<file path="config.mk">
export PLATFORM = sky130hd
export DESIGN_NAME = tcc_top
export DESIGN_NICKNAME = d
export VERILOG_FILES = /design/src/tcc_pkg.sv /design/src/tcc_tick_if.sv /design/src/tcc_prescaler.sv /design/src/tcc_sync.sv /design/src/tcc_top.sv
export VERILOG_INCLUDE_DIRS = /design/src
export SDC_FILE = /design/constraint.sdc
export NUM_CORES = 1
export LEC_CHECK = 0
export ABC_AREA = 1
export ABC_CLOCK_PERIOD_IN_PS = 4000
export BUFFER_PORTS_ARGS = -buffer_cell sky130_fd_sc_hd__buf_2
export CAP_MARGIN = 20
export CORE_MARGIN = 8
export CORE_UTILIZATION = 50
export DETAILED_ROUTE_END_ITERATION = 10
export PLACE_DENSITY = 0.73
export SETUP_SLACK_MARGIN = 0.02
export SKIP_CTS_REPAIR_TIMING = 1
export SLEW_MARGIN = 20
export SYNTH_ARGS = -nofsm -noshare
export SYNTH_HDL_FRONTEND = slang
export SYNTH_SLANG_ARGS = --single-unit
</file>
<file path="constraint.sdc">
create_clock -name clk_in -period 4 [get_ports clk_in]
set_input_delay 0.8 -clock clk_in [delete_from_list [all_inputs] [get_ports clk_in]]
set_output_delay 0.8 -clock clk_in [all_outputs]
set_load 0.005 [all_outputs]
</file>
<file path="src/tcc_consts.svh">
`ifndef TCC_CONSTS_SVH
`define TCC_CONSTS_SVH
// register byte addresses
`define TCC_ADDR_STD_CTRL 8'h00
`define TCC_ADDR_PAIR_CTRL 8'h04
`define TCC_ADDR_STD_COUNT 8'h08
`define TCC_ADDR_PRI_COUNT 8'h0c
`define TCC_ADDR_COMP_COUNT 8'h10
// control field positions
`define TCC_BIT_RUN 15
`define TCC_BIT_IDLE 13
`define TCC_BIT_GATE 6
`define TCC_BIT_PS_HI 5
`define TCC_BIT_PS_LO 4
`define TCC_BIT_PAIR32 3
`define TCC_BIT_SYNC 2
`define TCC_BIT_CSRC 1
// implemented bits of each control register
`define TCC_STD_CTRL_MASK 16'ha076
`define TCC_PAIR_CTRL_MASK 16'ha07a
// reset values
`define TCC_CTRL_RESET 16'h0000
`define TCC_COUNT_RESET 16'h0000
// prescaler terminal counts
`define TCC_PS_TC_1 8'h00
`define TCC_PS_TC_8 8'h07
`define TCC_PS_TC_64 8'h3f
`define TCC_PS_TC_256 8'hff
`endif

</file>
<file path="src/tcc_pkg.sv">
package tcc_pkg;
	typedef enum logic [1:0] {
		TCC_PS_1 = 2'b00,
		TCC_PS_8 = 2'b01,
		TCC_PS_64 = 2'b10,
		TCC_PS_256 = 2'b11
	} tcc_prescale_t;
	typedef enum logic {
		TCC_BUS_IDLE = 1'b0,
		TCC_BUS_ACK = 1'b1
	} tcc_bus_state_t;
endpackage : tcc_pkg

</file>
<file path="src/tcc_tick_if.sv">
`timescale 1ns/1ps
interface tcc_tick_if;
	import tcc_pkg::*;
	logic raw_tick;
	logic clear;
	tcc_prescale_t prescale;
	logic div_tick;
	modport feed (output raw_tick, output clear, output prescale, input div_tick);
	modport div (input raw_tick, input clear, input prescale, output div_tick);
endinterface : tcc_tick_if

</file>
<file path="src/tcc_prescaler.sv">
`timescale 1ns/1ps
`include "tcc_consts.svh"
module tcc_prescaler
	import tcc_pkg::*;
(
	input wire logic clk_in,
	input wire logic reset_in,
	tcc_tick_if.div tick
);
	logic [7:0] count;
	logic div_tick;
	logic [7:0] next_count;
	logic next_div_tick;
	logic [7:0] terminal;

	always_comb begin
		case (tick.prescale)
			TCC_PS_1: terminal = `TCC_PS_TC_1;
			TCC_PS_8: terminal = `TCC_PS_TC_8;
			TCC_PS_64: terminal = `TCC_PS_TC_64;
			TCC_PS_256: terminal = `TCC_PS_TC_256;
			default: terminal = `TCC_PS_TC_1;
		endcase
		next_count = count;
		next_div_tick = 1'b0;
		if (tick.clear) begin
			next_count = 8'h00;
		end else if (tick.raw_tick) begin
			if (count >= terminal) begin
				next_count = 8'h00;
				next_div_tick = 1'b1;
			end else begin
				next_count = count + 8'h01;
			end
		end
	end

	always_ff @(posedge clk_in or posedge reset_in) begin
		if (reset_in) begin
			count <= 8'h00;
			div_tick <= 1'b0;
		end else begin
			count <= next_count;
			div_tick <= next_div_tick;
		end
	end

	assign tick.div_tick = div_tick;

	undivided_pass_a: assert property (@(posedge clk_in) disable iff (reset_in)
		(tick.prescale == TCC_PS_1 && tick.raw_tick && !tick.clear) |=> div_tick)
		else $error("undivided tick lost");
	div_256_a: assert property (@(posedge clk_in) disable iff (reset_in)
		(tick.prescale == TCC_PS_256 && $stable(tick.prescale) && div_tick) |-> $past(count) == 8'hff)
		else $error("1:256 output early");
	div_8_a: assert property (@(posedge clk_in) disable iff (reset_in)
		(tick.prescale == TCC_PS_8 && $stable(tick.prescale) && div_tick) |-> $past(count) == 8'h07)
		else $error("1:8 output early");
endmodule : tcc_prescaler

</file>
<file path="src/tcc_sync.sv">
`timescale 1ns/1ps
module tcc_sync (
	input wire logic clk_in,
	input wire logic reset_in,
	input wire logic pin_in,
	output logic level_out
);
	logic stage_a;
	logic stage_b;
	logic next_stage_a;
	logic next_stage_b;

	always_comb begin
		next_stage_a = pin_in;
		next_stage_b = stage_a;
	end

	// stage_a is read by stage_b only
	always_ff @(posedge clk_in or posedge reset_in) begin
		if (reset_in) begin
			stage_a <= 1'b0;
			stage_b <= 1'b0;
		end else begin
			stage_a <= next_stage_a;
			stage_b <= next_stage_b;
		end
	end

	assign level_out = stage_b;
endmodule : tcc_sync

</file>
<file path="src/tcc_top.sv">
// Added by the designer: the Avalon-MM slave port and the register addresses.
`timescale 1ns/1ps
`include "tcc_consts.svh"
module tcc_top
	import tcc_pkg::*;
(
	input wire logic clk_in,
	input wire logic reset_in,
	input wire logic [7:0] avs_address_in,
	input wire logic avs_read_in,
	input wire logic avs_write_in,
	input wire logic [31:0] avs_writedata_in,
	input wire logic [3:0] avs_byteenable_in,
	output logic [31:0] avs_readdata_out,
	output logic avs_waitrequest_out,
	input wire logic ext_clock_input_pin_in,
	input wire logic pair_ext_clock_input_pin_in,
	input wire logic idle_mode_in,
	output logic [15:0] standalone_count_out,
	output logic [31:0] pair_count_out
);
	////////////////////////////////////////////////////////////////
	// register state
	logic [15:0] standalone_timer_control;
	logic [15:0] pairable_timer_control;
	logic [15:0] standalone_counter;
	logic [15:0] primary_counter;
	logic [15:0] companion_counter;
	tcc_bus_state_t bus_state;
	logic waitreq;
	logic [31:0] rdata;
	logic [15:0] next_standalone_timer_control;
	logic [15:0] next_pairable_timer_control;
	logic [15:0] next_standalone_counter;
	logic [15:0] next_primary_counter;
	logic [15:0] next_companion_counter;
	tcc_bus_state_t next_bus_state;
	logic next_waitreq;
	logic [31:0] next_rdata;

	// tick path state
	logic int_phase;
	logic std_pin_d;
	logic pair_pin_d;
	logic std_sync_tick;
	logic next_int_phase;
	logic next_std_pin_d;
	logic next_pair_pin_d;
	logic next_std_sync_tick;

	logic std_pin_s;
	logic pair_pin_s;
	logic bus_wr;
	logic [15:0] wr_lo;
	logic std_run;
	logic pair_run;
	logic std_src_tick;
	logic pair_src_tick;
	logic std_count_tick;
	logic [31:0] pair_sum;

	tcc_tick_if std_tick ();
	tcc_tick_if pair_tick ();

	////////////////////////////////////////////////////////////////
	// pin synchronisers and prescalers
	tcc_sync u_std_sync (
		.clk_in(clk_in),
		.reset_in(reset_in),
		.pin_in(ext_clock_input_pin_in),
		.level_out(std_pin_s)
	);

	tcc_sync u_pair_sync (
		.clk_in(clk_in),
		.reset_in(reset_in),
		.pin_in(pair_ext_clock_input_pin_in),
		.level_out(pair_pin_s)
	);

	tcc_prescaler u_std_ps (
		.clk_in(clk_in),
		.reset_in(reset_in),
		.tick(std_tick.div)
	);

	tcc_prescaler u_pair_ps (
		.clk_in(clk_in),
		.reset_in(reset_in),
		.tick(pair_tick.div)
	);

	////////////////////////////////////////////////////////////////
	// clock source selection
	always_comb begin
		std_run = standalone_timer_control[`TCC_BIT_RUN]
			&& !(standalone_timer_control[`TCC_BIT_IDLE] && idle_mode_in);
		pair_run = pairable_timer_control[`TCC_BIT_RUN]
			&& !(pairable_timer_control[`TCC_BIT_IDLE] && idle_mode_in);
		if (standalone_timer_control[`TCC_BIT_CSRC]) begin
			std_src_tick = std_pin_s && !std_pin_d;
		end else if (standalone_timer_control[`TCC_BIT_GATE]) begin
			std_src_tick = int_phase && std_pin_s;
		end else begin
			std_src_tick = int_phase;
		end
		if (pairable_timer_control[`TCC_BIT_CSRC]) begin
			pair_src_tick = pair_pin_s && !pair_pin_d;
		end else if (pairable_timer_control[`TCC_BIT_GATE]) begin
			pair_src_tick = int_phase && pair_pin_s;
		end else begin
			pair_src_tick = int_phase;
		end
		// prescaler restarts whenever the timer is stopped
		std_tick.raw_tick = std_run && std_src_tick;
		std_tick.clear = !std_run;
		std_tick.prescale = tcc_prescale_t'(standalone_timer_control[`TCC_BIT_PS_HI:`TCC_BIT_PS_LO]);
		pair_tick.raw_tick = pair_run && pair_src_tick;
		pair_tick.clear = !pair_run;
		pair_tick.prescale = tcc_prescale_t'(pairable_timer_control[`TCC_BIT_PS_HI:`TCC_BIT_PS_LO]);
		next_std_sync_tick = std_tick.div_tick;
		if (standalone_timer_control[`TCC_BIT_CSRC] && standalone_timer_control[`TCC_BIT_SYNC]) begin
			std_count_tick = std_sync_tick;
		end else begin
			std_count_tick = std_tick.div_tick;
		end
		next_int_phase = !int_phase;
		next_std_pin_d = std_pin_s;
		next_pair_pin_d = pair_pin_s;
	end

	always_ff @(posedge clk_in or posedge reset_in) begin
		if (reset_in) begin
			int_phase <= 1'b0;
			std_pin_d <= 1'b0;
			pair_pin_d <= 1'b0;
			std_sync_tick <= 1'b0;
		end else begin
			int_phase <= next_int_phase;
			std_pin_d <= next_std_pin_d;
			pair_pin_d <= next_pair_pin_d;
			std_sync_tick <= next_std_sync_tick;
		end
	end

	////////////////////////////////////////////////////////////////
	// bus slave, control registers and counters
	always_comb begin
		bus_wr = (bus_state == TCC_BUS_ACK) && avs_write_in;
		wr_lo[7:0] = avs_byteenable_in[0] ? avs_writedata_in[7:0] : 8'h00;
		wr_lo[15:8] = avs_byteenable_in[1] ? avs_writedata_in[15:8] : 8'h00;
		pair_sum = {companion_counter, primary_counter} + 32'h0000_0001;
		next_standalone_timer_control = standalone_timer_control;
		next_pairable_timer_control = pairable_timer_control;
		next_standalone_counter = standalone_counter;
		next_primary_counter = primary_counter;
		next_companion_counter = companion_counter;
		next_rdata = rdata;
		if (std_count_tick && std_run) begin
			next_standalone_counter = standalone_counter + 16'h0001;
		end
		if (pair_tick.div_tick && pair_run) begin
			if (pairable_timer_control[`TCC_BIT_PAIR32]) begin
				next_primary_counter = pair_sum[15:0];
				next_companion_counter = pair_sum[31:16];
			end else begin
				next_primary_counter = primary_counter + 16'h0001;
			end
		end
		// software write wins over a count in the same cycle
		if (bus_wr) begin
			case (avs_address_in)
				`TCC_ADDR_STD_CTRL: next_standalone_timer_control = wr_lo & `TCC_STD_CTRL_MASK;
				`TCC_ADDR_PAIR_CTRL: next_pairable_timer_control = wr_lo & `TCC_PAIR_CTRL_MASK;
				`TCC_ADDR_STD_COUNT: next_standalone_counter = wr_lo;
				`TCC_ADDR_PRI_COUNT: next_primary_counter = wr_lo;
				`TCC_ADDR_COMP_COUNT: next_companion_counter = wr_lo;
				default: next_rdata = rdata;
			endcase
		end
		case (bus_state)
			TCC_BUS_IDLE: begin
				next_bus_state = (avs_read_in || avs_write_in) ? TCC_BUS_ACK : TCC_BUS_IDLE;
				next_rdata = 32'h0000_0000;
				case (avs_address_in)
					`TCC_ADDR_STD_CTRL: begin
						next_rdata[15:0] = standalone_timer_control;
						if (!standalone_timer_control[`TCC_BIT_CSRC]) begin
							next_rdata[`TCC_BIT_SYNC] = 1'b0;
						end
					end
					`TCC_ADDR_PAIR_CTRL: next_rdata[15:0] = pairable_timer_control;
					`TCC_ADDR_STD_COUNT: next_rdata[15:0] = standalone_counter;
					`TCC_ADDR_PRI_COUNT: next_rdata[15:0] = primary_counter;
					`TCC_ADDR_COMP_COUNT: next_rdata[15:0] = companion_counter;
					default: next_rdata = 32'h0000_0000;
				endcase
			end
			TCC_BUS_ACK: next_bus_state = TCC_BUS_IDLE;
			default: next_bus_state = TCC_BUS_IDLE;
		endcase
		next_waitreq = (next_bus_state != TCC_BUS_ACK);
	end

	always_ff @(posedge clk_in or posedge reset_in) begin
		if (reset_in) begin
			standalone_timer_control <= `TCC_CTRL_RESET;
			pairable_timer_control <= `TCC_CTRL_RESET;
			standalone_counter <= `TCC_COUNT_RESET;
			primary_counter <= `TCC_COUNT_RESET;
			companion_counter <= `TCC_COUNT_RESET;
			bus_state <= TCC_BUS_IDLE;
			waitreq <= 1'b1;
			rdata <= 32'h0000_0000;
		end else begin
			standalone_timer_control <= next_standalone_timer_control;
			pairable_timer_control <= next_pairable_timer_control;
			standalone_counter <= next_standalone_counter;
			primary_counter <= next_primary_counter;
			companion_counter <= next_companion_counter;
			bus_state <= next_bus_state;
			waitreq <= next_waitreq;
			rdata <= next_rdata;
		end
	end

	assign avs_readdata_out = rdata;
	assign avs_waitrequest_out = waitreq;
	assign standalone_count_out = standalone_counter;
	assign pair_count_out = {companion_counter, primary_counter};

	////////////////////////////////////////////////////////////////
	// checks
	// gate ignored on pin
	gate_ignored_a: assert property (@(posedge clk_in) disable iff (reset_in)
		(std_run && standalone_timer_control[`TCC_BIT_CSRC]) |-> std_tick.raw_tick == (std_pin_s && !std_pin_d))
		else $error("gate affected external count");
	gate_closed_a: assert property (@(posedge clk_in) disable iff (reset_in)
		(!standalone_timer_control[`TCC_BIT_CSRC] && standalone_timer_control[`TCC_BIT_GATE] && !std_pin_s)
		|-> !std_tick.raw_tick)
		else $error("gated timer counted with gate low");
	gate_open_a: assert property (@(posedge clk_in) disable iff (reset_in)
		(std_run && !standalone_timer_control[`TCC_BIT_CSRC] && standalone_timer_control[`TCC_BIT_GATE]
		&& std_pin_s && int_phase) |-> std_tick.raw_tick)
		else $error("gated timer missed tick with gate high");
	sync_delay_a: assert property (@(posedge clk_in) disable iff (reset_in)
		(std_tick.div_tick && standalone_timer_control[`TCC_BIT_CSRC] && standalone_timer_control[`TCC_BIT_SYNC]
		&& $stable(standalone_timer_control)) |-> !std_count_tick ##1 std_count_tick)
		else $error("synchronized tick not delayed");
	sync_reads_zero_a: assert property (@(posedge clk_in) disable iff (reset_in)
		(bus_state == TCC_BUS_IDLE && avs_read_in && avs_address_in == `TCC_ADDR_STD_CTRL
		&& !standalone_timer_control[`TCC_BIT_CSRC]) |=> !avs_readdata_out[`TCC_BIT_SYNC])
		else $error("sync bit read as one");
	int_half_rate_a: assert property (@(posedge clk_in) disable iff (reset_in)
		(std_tick.raw_tick && !standalone_timer_control[`TCC_BIT_CSRC]) |=> !std_tick.raw_tick)
		else $error("internal tick faster than half rate");
	int_source_a: assert property (@(posedge clk_in) disable iff (reset_in)
		(std_run && !standalone_timer_control[`TCC_BIT_CSRC] && !standalone_timer_control[`TCC_BIT_GATE]
		&& int_phase) |-> std_tick.raw_tick)
		else $error("internal tick missing");
	pair_carry_a: assert property (@(posedge clk_in) disable iff (reset_in)
		(pair_run && pair_tick.div_tick && pairable_timer_control[`TCC_BIT_PAIR32] && primary_counter == 16'hffff
		&& !bus_wr) |=> companion_counter == $past(companion_counter) + 16'h0001)
		else $error("32-bit pair lost carry");
	pair_stopped_a: assert property (@(posedge clk_in) disable iff (reset_in)
		(!pairable_timer_control[`TCC_BIT_RUN] && !bus_wr) |=> $stable(pair_count_out))
		else $error("stopped pair counted");
	stopped_hold_a: assert property (@(posedge clk_in) disable iff (reset_in)
		(!standalone_timer_control[`TCC_BIT_RUN] && !std_sync_tick && !bus_wr) |=> $stable(standalone_counter))
		else $error("stopped timer counted");
	idle_halt_a: assert property (@(posedge clk_in) disable iff (reset_in)
		(idle_mode_in && pairable_timer_control[`TCC_BIT_IDLE]) |-> !pair_tick.raw_tick)
		else $error("timer ran in idle");
	separate_hold_a: assert property (@(posedge clk_in) disable iff (reset_in)
		(!pairable_timer_control[`TCC_BIT_PAIR32] && !bus_wr) |=> $stable(companion_counter))
		else $error("companion moved in 16-bit mode");
	pair_joined_a: assert property (@(posedge clk_in) disable iff (reset_in)
		(pair_run && pair_tick.div_tick && pairable_timer_control[`TCC_BIT_PAIR32] && !bus_wr)
		|=> pair_count_out == $past(pair_count_out) + 32'h0000_0001)
		else $error("joined pair did not step by one");
endmodule : tcc_top

</file>
# Word-level counts from Yosys, hierarchy flattened
# Cells that the tools add are included.
# classes
n_addsub	5
magnitude_cmp	2
n_eq_ne	12
mux	36
bitwise	2
n_reduce_logical	25
# ops
op	n
2-to-1 mux 16 bit	11
one-hot mux 16 bit (5 select lines)	1
2-to-1 mux 8 bit	8
one-hot mux 8 bit (4 select lines)	2
adder 16 x 1 -> 16 bit, second input constant	2
adder 32 x 1 -> 32 bit, second input constant	1
adder 8 x 1 -> 8 bit, second input constant	2
equality test 8 x 4 -> 1 bit, second input constant	2
>= comparator 8 bit	2
logical AND 1 bit	14
2-to-1 mux 1 bit	13
equality test 2 bit, second input constant	4
equality test 8 x 3 -> 1 bit, second input constant	1
equality test 8 x 5 -> 1 bit, second input constant	1
zero test 8 bit	1
zero test 1 bit	5
equality test 2 x 1 -> 1 bit, second input constant	2
zero test 2 bit	2
!= test 2 x 1 -> 1 bit, second input constant	2
AND reduction 2 bit	2
inverter 1 bit	2
one-hot mux 1 bit (2 select lines)	1
logical OR 1 bit	1
# word_totals
reg_bits	106
inputBits	51
out_inout_bits	81
word_cells	102

# Logic depth before layout (Yosys ltp)
# depth
depth_word	7
mapped_depth	11
mapped_depth_nobuf	10

# Hierarchy
# From an unflattened synthesis, not the netlist that was laid out.
# hier_totals
hier_cells	974
hier_area_um2	6865.3
# modules_own_cells
mod	instances	cells_each	area_each_um2	seq_area_each_um2
tcc_top	1	758	5263.8	2103.3
tcc_prescaler	2	105	747.0	225.2
tcc_sync	2	3	53.8	50.0

# Worst setup path after synthesis
# OpenSTA, ideal clock, no wires.
# synth_timing
kind	input to register
start	input port avs_address_in[6]
end	register primary_counter[13]
arrival_time_ns	1.784
t_required_ns	3.883
setup_slack_ns	2.099
path_stages	11
n_path_buf	1
path_cell_list	inv_1 > nand2_1 > nor2_4 > nand2_2 > nor2_8 > nand3_2 > inv_2 > buf_6 > nand2_1 > o21ai_1 > inv_1
# synth_between
elab_chain_len	3
# synth_rtl
item	line	source
start, declared	tcc_top.sv:9	input wire logic [7:0] avs_address_in,
equality test 8 x 4 -> 1 bit	tcc_top.sv:172	case (avs_address_in)
2-to-1 mux 16 bit	tcc_top.sv:172	
2-to-1 mux 16 bit	tcc_top.sv:171	if (bus_wr) begin
named net next_primary_counter[13]	tcc_top.sv:35	logic [15:0] next_primary_counter;
end signal, assigned	tcc_top.sv:210	primary_counter <= `TCC_COUNT_RESET;
end signal, assigned	tcc_top.sv:219	primary_counter <= next_primary_counter;
end, declared	tcc_top.sv:27	logic [15:0] primary_counter;
# The timed path passes the listed nets, and every way through them passes these cells.
# A chain may end at the register's enable or synchronous reset.

# Final worst setup path
# Same ends and word-level chain as after synthesis.

==> results.toml <==
[run_status]
status = "finished clean"

[sta]
fin_worst_skew_ns = 0.00835
worst_pin_slew_ns = 0.694
setup_viol = 0
max_freq_mhz = 452
slew-limit-headroom = 0.537
post-route-period-util = 0.554
rsz0062_at_grt = "false"
slew_violations = 0
fin_setup_tns_ns = 0
hold_viol = 0
period_needed_ns = 2.21
holdWs_ns = 0.352

[floorplanning]
dieHeight_um = 132
row_count = 42
core_area_um2 = 13100
fp.dieArea_um2 = 17300
start_util = 0.509
io_pins = 132
dieWidth_um = 132

[yosys]
synth-async-reset-ratio = 1.00
yosys.area_share.simple = 0.315
synth_top_area_frac = 0.393
synthAdderAreaFrac = 0.0299
syn_avg_cell_area_um2 = 7.40
synth_compound_area_frac = 0.122
synth_cell_types = 42
yosys_warnings = 0
yosysSeqAreaShare = 0.397
synth_mux_area_frac = 0
synth_area_um2 = 6690
synth_area_leaders = "dfrtp_1, nand2_1, inv_1"
synth_ff_type = "dfrtp_1"
synth_commonest_cells = "nand2_1, inv_1, dfrtp_1, nor2_1, nand3_1"
synth-edff-count = 0
synth_xor_area_frac = 0.0340
synth_top_family_by_area = "simple AND/OR/NAND/NOR gates"
synth_area_leader_cell = "dfrtp_1"
synth-seq-cells = 106
synth_most_common_cell = "nand2_1"
synthesis.instances = 904

[setup_path]
path_delay_family = "simple AND/OR/NAND/NOR gates"
cp-end-kind = "register"
crit_cells = 11
startpoint = "avs_address_in[6]"
ff2ff_path_depth = 7
crit_path_max_fanout = 22
r2r_slack_ns = 1.85
cp.arrival_ns = 2.46
worst_ep_required_time_ns = 4.25
slowest_stage = "nand3_2"
reg2reg_to = "primary_counter[13]$_DFF_PP0_"
slowest_delay_ns = 0.39
crit_buf_inv = 4
r2r-start = "bus_state$_DFF_PP0_"
path_cells = "buf_2 -> inv_1 -> nand2_1 -> nor2_4 -> nand2_2 -> nor2_8 -> nand3_2 -> inv_2 -> nand2_1 -> o21ai_1 -> inv_1"
cp-start-kind = "input pin"
path_class = "in -> reg"

[global_routing]
grt.overflow.total = 0
grt_max_degree = 63
antenna_found_initial = 0
grt_pass1_wl_um = 31600
grt_util_all_layers = 0.224
grt_pass1_vias = 6158

[routing]
drtIter0Drc = 704
wire_per_inst_um = 16.2
vias = 6404
via_per_inst = 5.44
drt_first_pass_iters = 6
antenna_left = 0
drcViolationCount = 0
wirelength_um = 19100

[clock_tree]
path_clk_slew_ns = 0.07
cts_made_buffers = 9
clk-insertion-delay-late_ns = 0.35
cts_tree = "yes"
cts.sinks = 106
htree_levels = 3
root_buffer = "clkbuf_16"
clockBufferDepth = 2

[place]
port_buffers = 97
place_congestion = 0.936
dp_hpwl_um = 14700
dp.cells = 1161

[pwr]
power_switching_uw = 596
power.total_uw = 2330
leakagePower_uw = 0.00390
power_frac_clock = 0.410
swShare = 0.256
max-vdd-ir-drop_uv = 196
power_frac_comb = 0.096
intPower_uw = 1730
p_seq_frac = 0.494
powerDensity_nw_per_um2 = 308

[hold_path]
hp-start = "u_pair_sync.next_stage_b$_DFF_PP0_"
hold_end = "u_pair_sync.level_out$_DFF_PP0_"
hold_class = "reg -> reg"
holdPathStages = 0

[layout]
drive_gt1_frac = 0.160
final_core_util = 0.576
final_nets = 1063
n_antenna_cell = 0
stdcell_count = 1177
area_delta_synth_final_pct = 13.1

[job]
max_cap_viol_count = 0
[power groups by stage]
| stage | registers (µW) | clock network (µW) | logic, µW |
|---|---|---|---|
| 2_1_floorplan | 1160 | 0 | 142 |
| 3_3_place_gp | 1170 | 0 | 221 |
| 3_5_place_dp | 1170 | 0 | 223 |
| 4_1_cts | 1150 | 968 | 224 |
| 5_1_grt | 1150 | 1010 | 253 |
| 6_report | 1150 | 953 | 223 |
[metrics by stage]
stage / worst slack (ns) / area [µm²]
floorplan: 0.413 / 6750
global placement: 1.46 / 7250
detailed placement: 1.41 / 7250
CTS: 1.78 / 7560
global route: 1.49 / 7560
finish: 1.79 / 7560
[worst reg2reg max path, cell delays in order, from the launching register on]
cell,delay [ns]
dfrtp_1,0.67
nand2_1,0.25
inv_2,0.20
nand3_2,0.41
inv_2,0.33
nand2_1,0.07
o21ai_1,0.07
inv_1,0.05
[worst max path at each step]
stage / slack [ns] / to
after floorplan: 0.41 / avs_readdata_out[0]$_DFFE_PP0N_
after global placement: 1.46 / primary_counter[13]$_DFF_PP0_
after detailed placement: 1.41 / primary_counter[7]$_DFF_PP0_
after CTS: 1.78 / primary_counter[13]$_DFF_PP0_
after global routing: 1.49 / primary_counter[7]$_DFF_PP0_
final: 1.79 / primary_counter[13]$_DFF_PP0_
[routing by layer]
layer / up-vias / share of wire / track usage
met5: - / 0 / 0
met4: 0 / 0.022 / 0.0791
met3: 32 / 0.088 / 0.0553
met2: 266 / 0.44 / 0.341
met1: 3006 / 0.45 / 0.303
li1: 3100 / - / -
[cells in the final DEF (no fill, tap or decap), types with 3 or more instances in the layout]
cell       Yosys  routed
xor2_1        22      22
clkbuf_16      0       9
a21oi_1       26      26
nor2_4         3       3
o22ai_1        9       9
nand2_2        3       3
nand3_1       80      80
nand4_1       25      25
o211ai_1       9       9
nand2_1      228     228
nand3_4        3       3
xnor2_1        4       4
dfrtp_1      105     105
nor2_1        91      91
o21ai_0       48      48
nand3b_1       3       3
o21ai_1       28      28
nor3_1        12      12
nor2_8         3       3
inv_1        109     108
nor2_2         5       5
conb_1         1      16
buf_2          7      97
ha_1          16      16
inv_2          7       7
a21oi_2       13      13
[sequential cells by signal (all words and copies together), names as in the netlist, 7 cells and up]
name and cells:
primary_counter 16, avs_readdata_out 16, u_std_ps.count 8, standalone_timer_control 7
standalone_count_out 16, u_pair_ps.count 8, pairable_timer_control 7, companion_counter 16
[kinds of logic (layout without fill, tap and decap cells)]
family                     count (synthesis)  in the layout
AOI/OAI and AO/OA                        142            142
buffers and inverters                    151            233
adders and majority gates                 16             16
xor gates and xnor gates                  26             26
other                                      1             16
and+or+nand+nor                          462            462
DFF                                      106            106
[cell type report]
| class | instances | area [µm²] |
|---|---|---|
| fill | 1315 | 5570 |
| multi-input combinational | 662 | 3410 |
| sequential | 106 | 2650 |
| timing repair buffer | 100 | 520 |
| inverter | 117 | 444 |
| clock buffer | 11 | 233 |
| tap | 176 | 220 |
| clock inverter | 5 | 78.8 |
Note: power is estimated with default switching activity, not from simulation.
